==> src/sld_pkg.sv <==
// package of register offsets, field layouts and timing for the supply low detector
package sld_pkg;
  // register byte offsets on the bus
  localparam int unsigned ADDR_W      = 8;
  localparam logic [7:0]  CTRL_OFS    = 8'h00;
  localparam logic [7:0]  STAT_OFS    = 8'h04;
  localparam logic [7:0]  MASK_OFS    = 8'h08;
  localparam logic [7:0]  GLOBAL_EN_OFS = 8'h0C;
  // control register fields
  localparam int unsigned TRIP_LSB    = 0;
  localparam int unsigned TRIP_W      = 4;
  localparam int unsigned PWR_BIT     = 4;
  localparam int unsigned STABLE_BIT  = 5;
  localparam logic [3:0]  TRIP_RST    = 4'h5;
  localparam logic        PWR_RST     = 1'b0;
  localparam logic [3:0]  TRIP_RSVD   = 4'h0;
  localparam logic [3:0]  TRIP_EXT    = 4'hF;
  // status and mask share one layout
  localparam int unsigned EV_W        = 2;
  localparam int unsigned EV_LOW      = 0;
  localparam int unsigned EV_STABLE   = 1;
  localparam logic [1:0]  EV_RST      = 2'h0;
  localparam int unsigned GLOBAL_EN_BIT = 0;
  // bus answers
  localparam logic [1:0]  RESP_OKAY   = 2'h0;
  localparam logic [1:0]  RESP_SLVERR = 2'h2;
  // reference settling time, counted on the system clock
  localparam int unsigned CLK_MHZ     = 100;
  localparam int unsigned SETTLE_US   = 50;
  localparam int unsigned SETTLE_CYC  = SETTLE_US * CLK_MHZ;
  localparam int unsigned CNT_W       = 16;
endpackage

==> src/sld_sync.sv <==
// two-flop synchroniser for the analog status levels
`timescale 1ns/1ps
`default_nettype none
module sld_sync
  import sld_pkg::*;
(
  input  wire logic       clk,
  input  wire logic       arst_n,
  input  wire logic [1:0] async_in,
  output var  logic [1:0] sync_out
);

  logic [1:0] stage1;

  // first stage feeds only the second; metastability settles there
  genvar i;
  generate
    for (i = 0; i < 2; i++)
    begin : g_bit
      always_ff @(posedge clk or negedge arst_n)
      begin
        if (!arst_n)
        begin
          stage1[i]   <= 1'b0;
          sync_out[i] <= 1'b0;
        end
        else
        begin
          stage1[i]   <= async_in[i];
          sync_out[i] <= stage1[i];
        end
      end
    end
  endgenerate

endmodule
`default_nettype wire

==> src/sld_ctrl.sv <==
// supply low detector control, flags and bus slave
// Function
// - four-bit trip select in control bits 3..0
// - codes 1..14 internal ranges, zero reserved
// - all-ones code routes external sense pin
// - bit 4 powers detector and enables detection
// - read-only stable flag at bit 5
// - comparator below set point sets low flag
// - no low flag before reference is stable
// - settling delay is a fixed time
// - flagged and enabled low event requests vector
// - detection runs in sleep and wakes device
// - vector after wake only with global enable
// - reset returns control register, detector off
`timescale 1ns/1ps
`default_nettype none
module sld_ctrl
  import sld_pkg::*;
#(
  parameter int unsigned SETTLE_CYCLES = SETTLE_CYC
)
(
  input  wire logic              clk,
  input  wire logic              arst_n,
  input  wire logic [ADDR_W-1:0] s_axi_awaddr,
  input  wire logic              s_axi_awvalid,
  output var  logic              s_axi_awready,
  input  wire logic [31:0]       s_axi_wdata,
  input  wire logic [3:0]        s_axi_wstrb,
  input  wire logic              s_axi_wvalid,
  output var  logic              s_axi_wready,
  output var  logic [1:0]        s_axi_bresp,
  output var  logic              s_axi_bvalid,
  input  wire logic              s_axi_bready,
  input  wire logic [ADDR_W-1:0] s_axi_araddr,
  input  wire logic              s_axi_arvalid,
  output var  logic              s_axi_arready,
  output var  logic [31:0]       s_axi_rdata,
  output var  logic [1:0]        s_axi_rresp,
  output var  logic              s_axi_rvalid,
  input  wire logic              s_axi_rready,
  input  wire logic              comparator_below,
  input  wire logic              reference_ready,
  input  wire logic              sleep_active,
  output var  logic              detector_power_enable,
  output var  logic [3:0]        trip_point_select,
  output var  logic              sense_from_external,
  output var  logic              reference_stable_flag,
  output var  logic              low_supply_irq_flag,
  output var  logic              irq,
  output var  logic              irq_vector_req,
  output var  logic              wake_req
);

  ////////////////////////////////////////////////////////////////////////////
  // declarations

  logic              aw_held;
  logic [ADDR_W-1:0] aw_addr_q;
  logic              w_held;
  logic [31:0]       w_data_q;
  logic [3:0]        w_strb_q;
  logic              aw_fire;
  logic              w_fire;
  logic              ar_fire;
  logic              wr_go;
  logic [ADDR_W-1:0] wr_addr;
  logic [31:0]       wr_data;
  logic [3:0]        wr_strb;
  logic              wr_hit;
  logic              wr_ctrl;
  logic              wr_stat;
  logic              wr_mask;
  logic              wr_glob;
  logic              rd_hit;
  logic [31:0]       rd_val;
  logic [EV_W-1:0]   status;
  logic [EV_W-1:0]   mask;
  logic              global_irq_enable;
  logic [EV_W-1:0]   event_in;
  logic [EV_W-1:0]   status_clr;
  logic [EV_W-1:0]   next_status;
  logic [CNT_W-1:0]  settle_cnt;
  logic              settle_done;
  logic              trip_ok;
  logic              next_stable;
  logic [1:0]        sync_q;
  logic              below_s;
  logic              ready_s;
  logic              low_event;

  localparam logic [CNT_W-1:0] SETTLE_LIM = CNT_W'(SETTLE_CYCLES);

  ////////////////////////////////////////////////////////////////////////////
  // analog levels come from another domain, so two flops first

  sld_sync u_sync (
    .clk      (clk),
    .arst_n   (arst_n),
    .async_in ({reference_ready, comparator_below}),
    .sync_out (sync_q)
  );

  assign below_s = sync_q[0];
  assign ready_s = sync_q[1];

  ////////////////////////////////////////////////////////////////////////////
  // write channel handshake: address and data accepted in either order

  assign s_axi_awready = !aw_held && !s_axi_bvalid;
  assign s_axi_wready  = !w_held && !s_axi_bvalid;
  assign aw_fire       = s_axi_awvalid && s_axi_awready;
  assign w_fire        = s_axi_wvalid && s_axi_wready;
  assign wr_addr       = aw_held ? aw_addr_q : s_axi_awaddr;
  assign wr_data       = w_held ? w_data_q : s_axi_wdata;
  assign wr_strb       = w_held ? w_strb_q : s_axi_wstrb;
  assign wr_go         = (aw_held || aw_fire) && (w_held || w_fire);

  // write address decode; only byte lane 0 carries register bits
  assign wr_hit  = (wr_addr == CTRL_OFS) || (wr_addr == STAT_OFS)
                || (wr_addr == MASK_OFS) || (wr_addr == GLOBAL_EN_OFS);
  assign wr_ctrl = wr_go && wr_strb[0] && (wr_addr == CTRL_OFS);
  assign wr_stat = wr_go && wr_strb[0] && (wr_addr == STAT_OFS);
  assign wr_mask = wr_go && wr_strb[0] && (wr_addr == MASK_OFS);
  assign wr_glob = wr_go && wr_strb[0] && (wr_addr == GLOBAL_EN_OFS);

  // hold whichever half arrives first until the other comes
  always_ff @(posedge clk or negedge arst_n)
  begin
    if (!arst_n)
    begin
      aw_held   <= 1'b0;
      aw_addr_q <= '0;
      w_held    <= 1'b0;
      w_data_q  <= '0;
      w_strb_q  <= '0;
    end
    else
    begin
      aw_held <= aw_fire ? !wr_go : (aw_held && !wr_go);
      w_held  <= w_fire ? !wr_go : (w_held && !wr_go);
      if (aw_fire)
        aw_addr_q <= s_axi_awaddr;
      if (w_fire)
      begin
        w_data_q <= s_axi_wdata;
        w_strb_q <= s_axi_wstrb;
      end
    end
  end

  // write response, one cycle after both halves are in
  always_ff @(posedge clk or negedge arst_n)
  begin
    if (!arst_n)
    begin
      s_axi_bvalid <= 1'b0;
      s_axi_bresp  <= RESP_OKAY;
    end
    else if (wr_go)
    begin
      s_axi_bvalid <= 1'b1;
      s_axi_bresp  <= wr_hit ? RESP_OKAY : RESP_SLVERR;
    end
    else if (s_axi_bready)
      s_axi_bvalid <= 1'b0;
  end

  ////////////////////////////////////////////////////////////////////////////
  // read path: decode on the address, answer one cycle later

  assign s_axi_arready = !s_axi_rvalid;
  assign ar_fire       = s_axi_arvalid && s_axi_arready;
  assign rd_hit = (s_axi_araddr == CTRL_OFS) || (s_axi_araddr == STAT_OFS)
               || (s_axi_araddr == MASK_OFS) || (s_axi_araddr == GLOBAL_EN_OFS);
  // bits 7..6 of control are unimplemented and read zero
  assign rd_val =
      (s_axi_araddr == CTRL_OFS) ? {24'h00_0000, 2'b00, reference_stable_flag,
                                    detector_power_enable, trip_point_select} :
      (s_axi_araddr == STAT_OFS) ? {30'h0000_0000, status} :
      (s_axi_araddr == MASK_OFS) ? {30'h0000_0000, mask} :
      (s_axi_araddr == GLOBAL_EN_OFS) ? {31'h0000_0000, global_irq_enable} :
                                   32'h0000_0000;

  always_ff @(posedge clk or negedge arst_n)
  begin
    if (!arst_n)
    begin
      s_axi_rvalid <= 1'b0;
      s_axi_rdata  <= '0;
      s_axi_rresp  <= RESP_OKAY;
    end
    else if (ar_fire)
    begin
      s_axi_rvalid <= 1'b1;
      s_axi_rdata  <= rd_val;
      s_axi_rresp  <= rd_hit ? RESP_OKAY : RESP_SLVERR;
    end
    else if (s_axi_rready)
      s_axi_rvalid <= 1'b0;
  end

  ////////////////////////////////////////////////////////////////////////////
  // control register; reset leaves the detector powered down

  always_ff @(posedge clk or negedge arst_n)
  begin
    if (!arst_n)
    begin
      trip_point_select     <= TRIP_RST;
      detector_power_enable <= PWR_RST;
      sense_from_external   <= 1'b0;
    end
    else if (wr_ctrl)
    begin
      trip_point_select     <= wr_data[TRIP_LSB +: TRIP_W];
      detector_power_enable <= wr_data[PWR_BIT];
      // all ones swaps the divider tap for the external pin
      sense_from_external   <= wr_data[TRIP_LSB +: TRIP_W] == TRIP_EXT;
    end
  end

  ////////////////////////////////////////////////////////////////////////////
  // settling qualifier: counts real time, so it does not track code speed

  assign settle_done = settle_cnt == SETTLE_LIM;

  always_ff @(posedge clk or negedge arst_n)
  begin
    if (!arst_n)
      settle_cnt <= '0;
    else if (!detector_power_enable)
      settle_cnt <= '0;
    else if (!settle_done)
      settle_cnt <= settle_cnt + CNT_W'(1);
  end

  // stable only with power, elapsed time and the analog ready level
  assign next_stable = detector_power_enable && settle_done && ready_s;

  always_ff @(posedge clk or negedge arst_n)
  begin
    if (!arst_n)
      reference_stable_flag <= 1'b0;
    else
      reference_stable_flag <= next_stable;
  end

  ////////////////////////////////////////////////////////////////////////////
  // events; the reserved code never raises the low flag

  assign trip_ok   = trip_point_select != TRIP_RSVD;
  // the stable gate masks the false trips seen while powering up
  assign low_event = detector_power_enable && reference_stable_flag
                  && trip_ok && below_s;
  assign event_in[EV_LOW]    = low_event;
  assign event_in[EV_STABLE] = next_stable && !reference_stable_flag;

  // write-one-to-clear; an event in the clear cycle still lands
  assign status_clr  = wr_stat ? wr_data[EV_W-1:0] : EV_RST;
  assign next_status = (status & ~status_clr) | event_in;

  always_ff @(posedge clk or negedge arst_n)
  begin
    if (!arst_n)
      status <= EV_RST;
    else
      status <= next_status;
  end

  // mask and global enable registers
  always_ff @(posedge clk or negedge arst_n)
  begin
    if (!arst_n)
    begin
      mask              <= EV_RST;
      global_irq_enable <= 1'b0;
    end
    else
    begin
      if (wr_mask)
        mask <= wr_data[EV_W-1:0];
      if (wr_glob)
        global_irq_enable <= wr_data[GLOBAL_EN_BIT];
    end
  end

  ////////////////////////////////////////////////////////////////////////////
  // interrupt, vector request and wake

  assign low_supply_irq_flag = status[EV_LOW];
  assign irq            = |(status & mask);
  // the vector is taken only with the global enable, also after a wake
  assign irq_vector_req = irq && global_irq_enable;
  // the comparator path keeps running in sleep, so the flag wakes the core
  assign wake_req       = sleep_active && status[EV_LOW] && mask[EV_LOW];
endmodule
`default_nettype wire

==> config.mk <==
export PLATFORM = sky130hd
export DESIGN_NAME = sld_ctrl
export DESIGN_NICKNAME = d
export VERILOG_FILES = /design/src/sld_pkg.sv /design/src/sld_sync.sv /design/src/sld_ctrl.sv
export SDC_FILE = /design/constraint.sdc
export NUM_CORES = 1
export LEC_CHECK = 0
export BUFFER_PORTS_ARGS = -buffer_cell sky130_fd_sc_hd__buf_2
export CORE_ASPECT_RATIO = 0.6
export CORE_MARGIN = 2
export CORE_UTILIZATION = 52
export DETAILED_ROUTE_END_ITERATION = 10
export PLACE_DENSITY = 0.85
export REMOVE_ABC_BUFFERS = 1
export SYNTH_ARGS = -nofsm -noshare
export SYNTH_HDL_FRONTEND = slang
export SYNTH_HIERARCHICAL = 1
export SYNTH_SLANG_ARGS = --single-unit
==> constraint.sdc <==
create_clock -name clk -period 2.5 [get_ports clk]
set_input_delay 0.375 -clock clk [delete_from_list [all_inputs] [get_ports clk]]
set_output_delay 0.375 -clock clk [all_outputs]
set_load 0.005 [all_outputs]
==> impl_metrics.tcl <==
set metrics [dict create \
    status "finished, final reports clean" \
    power.switching_w 0.000749 \
    drive_above_1_share 0.322 \
    grt_max_degree 59 \
    htreeDepth 3 \
    synth-seq-area-share 0.508 \
    postCtsSetupRepairBufs 0 \
    syn_area_mm2 0.00286 \
    path_max_fanout 3 \
    hold_class "in2reg" \
    grt-ovfl-total 0 \
    dr.pass1.iters 4 \
    hold_buffers 0 \
    drt-vias-per-instance 5.19 \
    synthDistinctLibCells 41 \
    setup.worst_path.start "aw_addr_q[4]" \
    powerDensity_mw_per_mm2 793 \
    ctsResizeCount 0 \
    grtUsageTotal 0.207 \
    required_ns 2.72 \
    num_vias 2005 \
    intPower_w 0.00185 \
    routedWlPerCell_um 14.7 \
    hold_violations 0 \
    yosysTopAreaCell "dfrtp_1" \
    sequentialPowerShare 0.487 \
    max_cap_violations 0 \
    fin_tns_setup_ns 0 \
    postSynth.asyncResetShare 1.00 \
    drv_slew 0 \
    crit_type "reg2reg" \
    dpl.hpwl_mm 4.12 \
    fp.coreArea_mm2 0.00518 \
    leakage_nw 1.59 \
    synthCells 255 \
    cts_root_buffer "clkbuf_8" \
    antenna_found_initial 0 \
    n_antenna_cell 0 \
    end_kind "flop" \
    fin_area_mm2 0.00327 \
    r2r_cells 5 \
    cp.arrival_ns 2.21 \
    post-route-period-util 0.796 \
    r2r-start "aw_addr_q[4]" \
    place_area_mm2 0.00309 \
    io_buffer_count 55 \
    cts.clk_slew.worst_paths_ns 0.06 \
    timing.fmax_mhz 502 \
    drtIter0Drc 77 \
    grt_pass1_vias 1924 \
    pin_count 114 \
    pwr-share-clk 0.302 \
    final_antenna_net_count 0 \
    dp.cells 370 \
    clock_sinks 58 \
    grt_pass1_wl_mm 9.31 \
    final_cells 386 \
    clock_path_buffers 2 \
    die_w_um 99.8 \
    die_h_um 61.5 \
    wirelength_mm 5.66 \
    synth_edf_count 0 \
    area_growth_pct 14.2 \
    ys_ff_latch 58 \
    synth_area_leaders "dfrtp_1 (49%), mux2_2 (11%), buf_4 (7.3%)" \
    setup_viol 0 \
    clock_skew_ns 0.00714 \
    switching_share 0.289 \
    initial_core_util 0.553 \
    whs_path_depth 1 \
    route.detailed.drc 0 \
    synth-main-ff-cell "dfrtp_1" \
    combPwrFrac 0.211 \
    max_slew_margin 0.500 \
    start_kind "flop" \
    grt_setup_unrepaired "false" \
    vdd_drop_max_mv 0.487 \
    report.power.total_w 0.00259 \
    synth_top_area_frac 0.489 \
    clk_latency_ns 0.34 \
    cts_tree "built" \
    die_area_mm2 0.00614 \
    fin_crit_ns 1.99 \
    place.gp.congestion 0.858 \
    avgSynthCellArea_um2 11.2 \
    fill_cells 403 \
    hold_start "reference_ready" \
    worstMarginPinSlew_ns 0.743 \
    nets 379 \
    rows 20 \
    cts_made_buffers 9 \
    yosysWarnings 6 \
]
[routing by layer]
layer | GRT usage | share of wire | vias up | wire (µm)
met5 | 0 | 0 | - | 0
met4 | 0.0978 | 0.018 | 0 | 102
met3 | 0.0636 | 0.064 | 8 | 363
met2 | 0.327 | 0.43 | 94 | 2430
met1 | 0.270 | 0.49 | 963 | 2760
li1 | - | - | 940 | -
[cells by family (layout without fill, tap and decap cells)]
| kind of cell | after synthesis | in the layout | share of synthesized area |
|---|---|---|---|
| buffers and inverters | 43 | 81 | 0.0965 |
| XOR/XNOR | 13 | 13 | 0.0398 |
| multiplexers | 34 | 34 | 0.135 |
| adder cells (fa/ha/maj) | 2 | 2 | 0.00874 |
| other | 1 | 28 | 0.00131 |
| AND/OR/NAND/NOR | 82 | 82 | 0.159 |
| flip-flops | 58 | 58 | 0.508 |
| AO/OA/AOI/OAI | 22 | 22 | 0.0524 |
[critical path, cell delays in order, from the launching register on]
cell      delay [ns]
dfrtp_1         0.38
nor4_1          0.38
nand3_1         0.17
a2111o_1        0.45
nor2_1          0.16
mux2_2          0.35
[registers in the layout, indices dropped and copies added, names as in the netlist]
name,count
aw_held,1
aw_addr_q,8
s_axi_bvalid,1
s_axi_rresp,1
detector_power_enable,1
settle_cnt,16
w_held,1
u_sync/sync_out,2
status,2
reference_stable_flag,1
s_axi_rvalid,1
mask,2
sense_from_external,1
w_data_q,5
w_strb_q,1
u_sync/stage1,2
trip_point_select,4
global_irq_enable,1
s_axi_bresp,1
s_axi_rdata,6
[worst paths after layout]
kind                                      endpoint  slack [ns]
max in group asynchronous                  mask[1]        1.85
min in group asynchronous                   w_held        0.17
worst min register to register  u_sync/sync_out[1]        0.35
worst max register to register   global_irq_enable        0.51
worst min-delay path              u_sync/stage1[1]        0.15
worst max-delay path             global_irq_enable        0.51
[cells in the final DEF, fill, tap and decap left out, drive strengths merged, types with 2 or more instances in the layout]
cell,count
dfrtp,56
buf,56
conb,28
mux2,27
and2,15
clkbuf,14
nor2,13
nand2,12
xnor2,11
nand3,10
inv,9
o21ai,9
mux2i,6
nor2b,6
a22o,5
nand4,5
nor4,4
nor3,4
and3,3
nor4b,2
o21a,2
xor2,2
nand2b,2
ha,2
clkinv,2
dfstp,2
a21boi,2
[cell usage after synthesis (all sizes together) (4+ instances only)]
library cell / count
nor2: 13
o21ai: 9
nor4: 4
a22o: 5
xnor2: 11
dfrtp: 56
nor2b: 6
nand4: 5
nand3: 10
nand2: 12
mux2: 27
and2: 15
inv: 9
mux2i: 6
nor3: 4
buf: 31
[final cells by class]
| type | count | area [µm²] | area share |
|---|---|---|---|
| sequential | 58 | 1450 | 0.445 |
| multi-input combinational | 181 | 1230 | 0.378 |
| timing repair buffer | 56 | 283 | 0.0865 |
| clock buffer | 14 | 173 | 0.0528 |
| tap | 66 | 82.6 | 0.0252 |
| inverter | 9 | 33.8 | 0.0103 |
| clock inverter | 2 | 10.0 | 0.00306 |
[power groups by stage]
stage                     sequential [W]  clock (W)  combinational, W
after CTS                        0.00126   0.000801          0.000549
after detailed placement         0.00128          0          0.000545
after global routing             0.00129   0.000846          0.000609
final                            0.00126   0.000783          0.000547
after floorplan                  0.00124          0          0.000368
after global placement           0.00126          0          0.000522
[per-stage QoR]
| stage | util | hold WS (ns) | worst slack [ns] |
|---|---|---|---|
| 4_1_cts | 0.631 | 0.129 | 0.547 |
| 3_3_place_gp | 0.596 | 0.335 | 0.530 |
| 6_report | 0.631 | 0.146 | 0.509 |
| 3_5_place_dp | 0.596 | 0.338 | 0.493 |
| 2_1_floorplan | - | 0.0794 | 0.801 |
| 5_1_grt | 0.631 | 0.128 | 0.410 |
(Power assumes the default switching activity.)
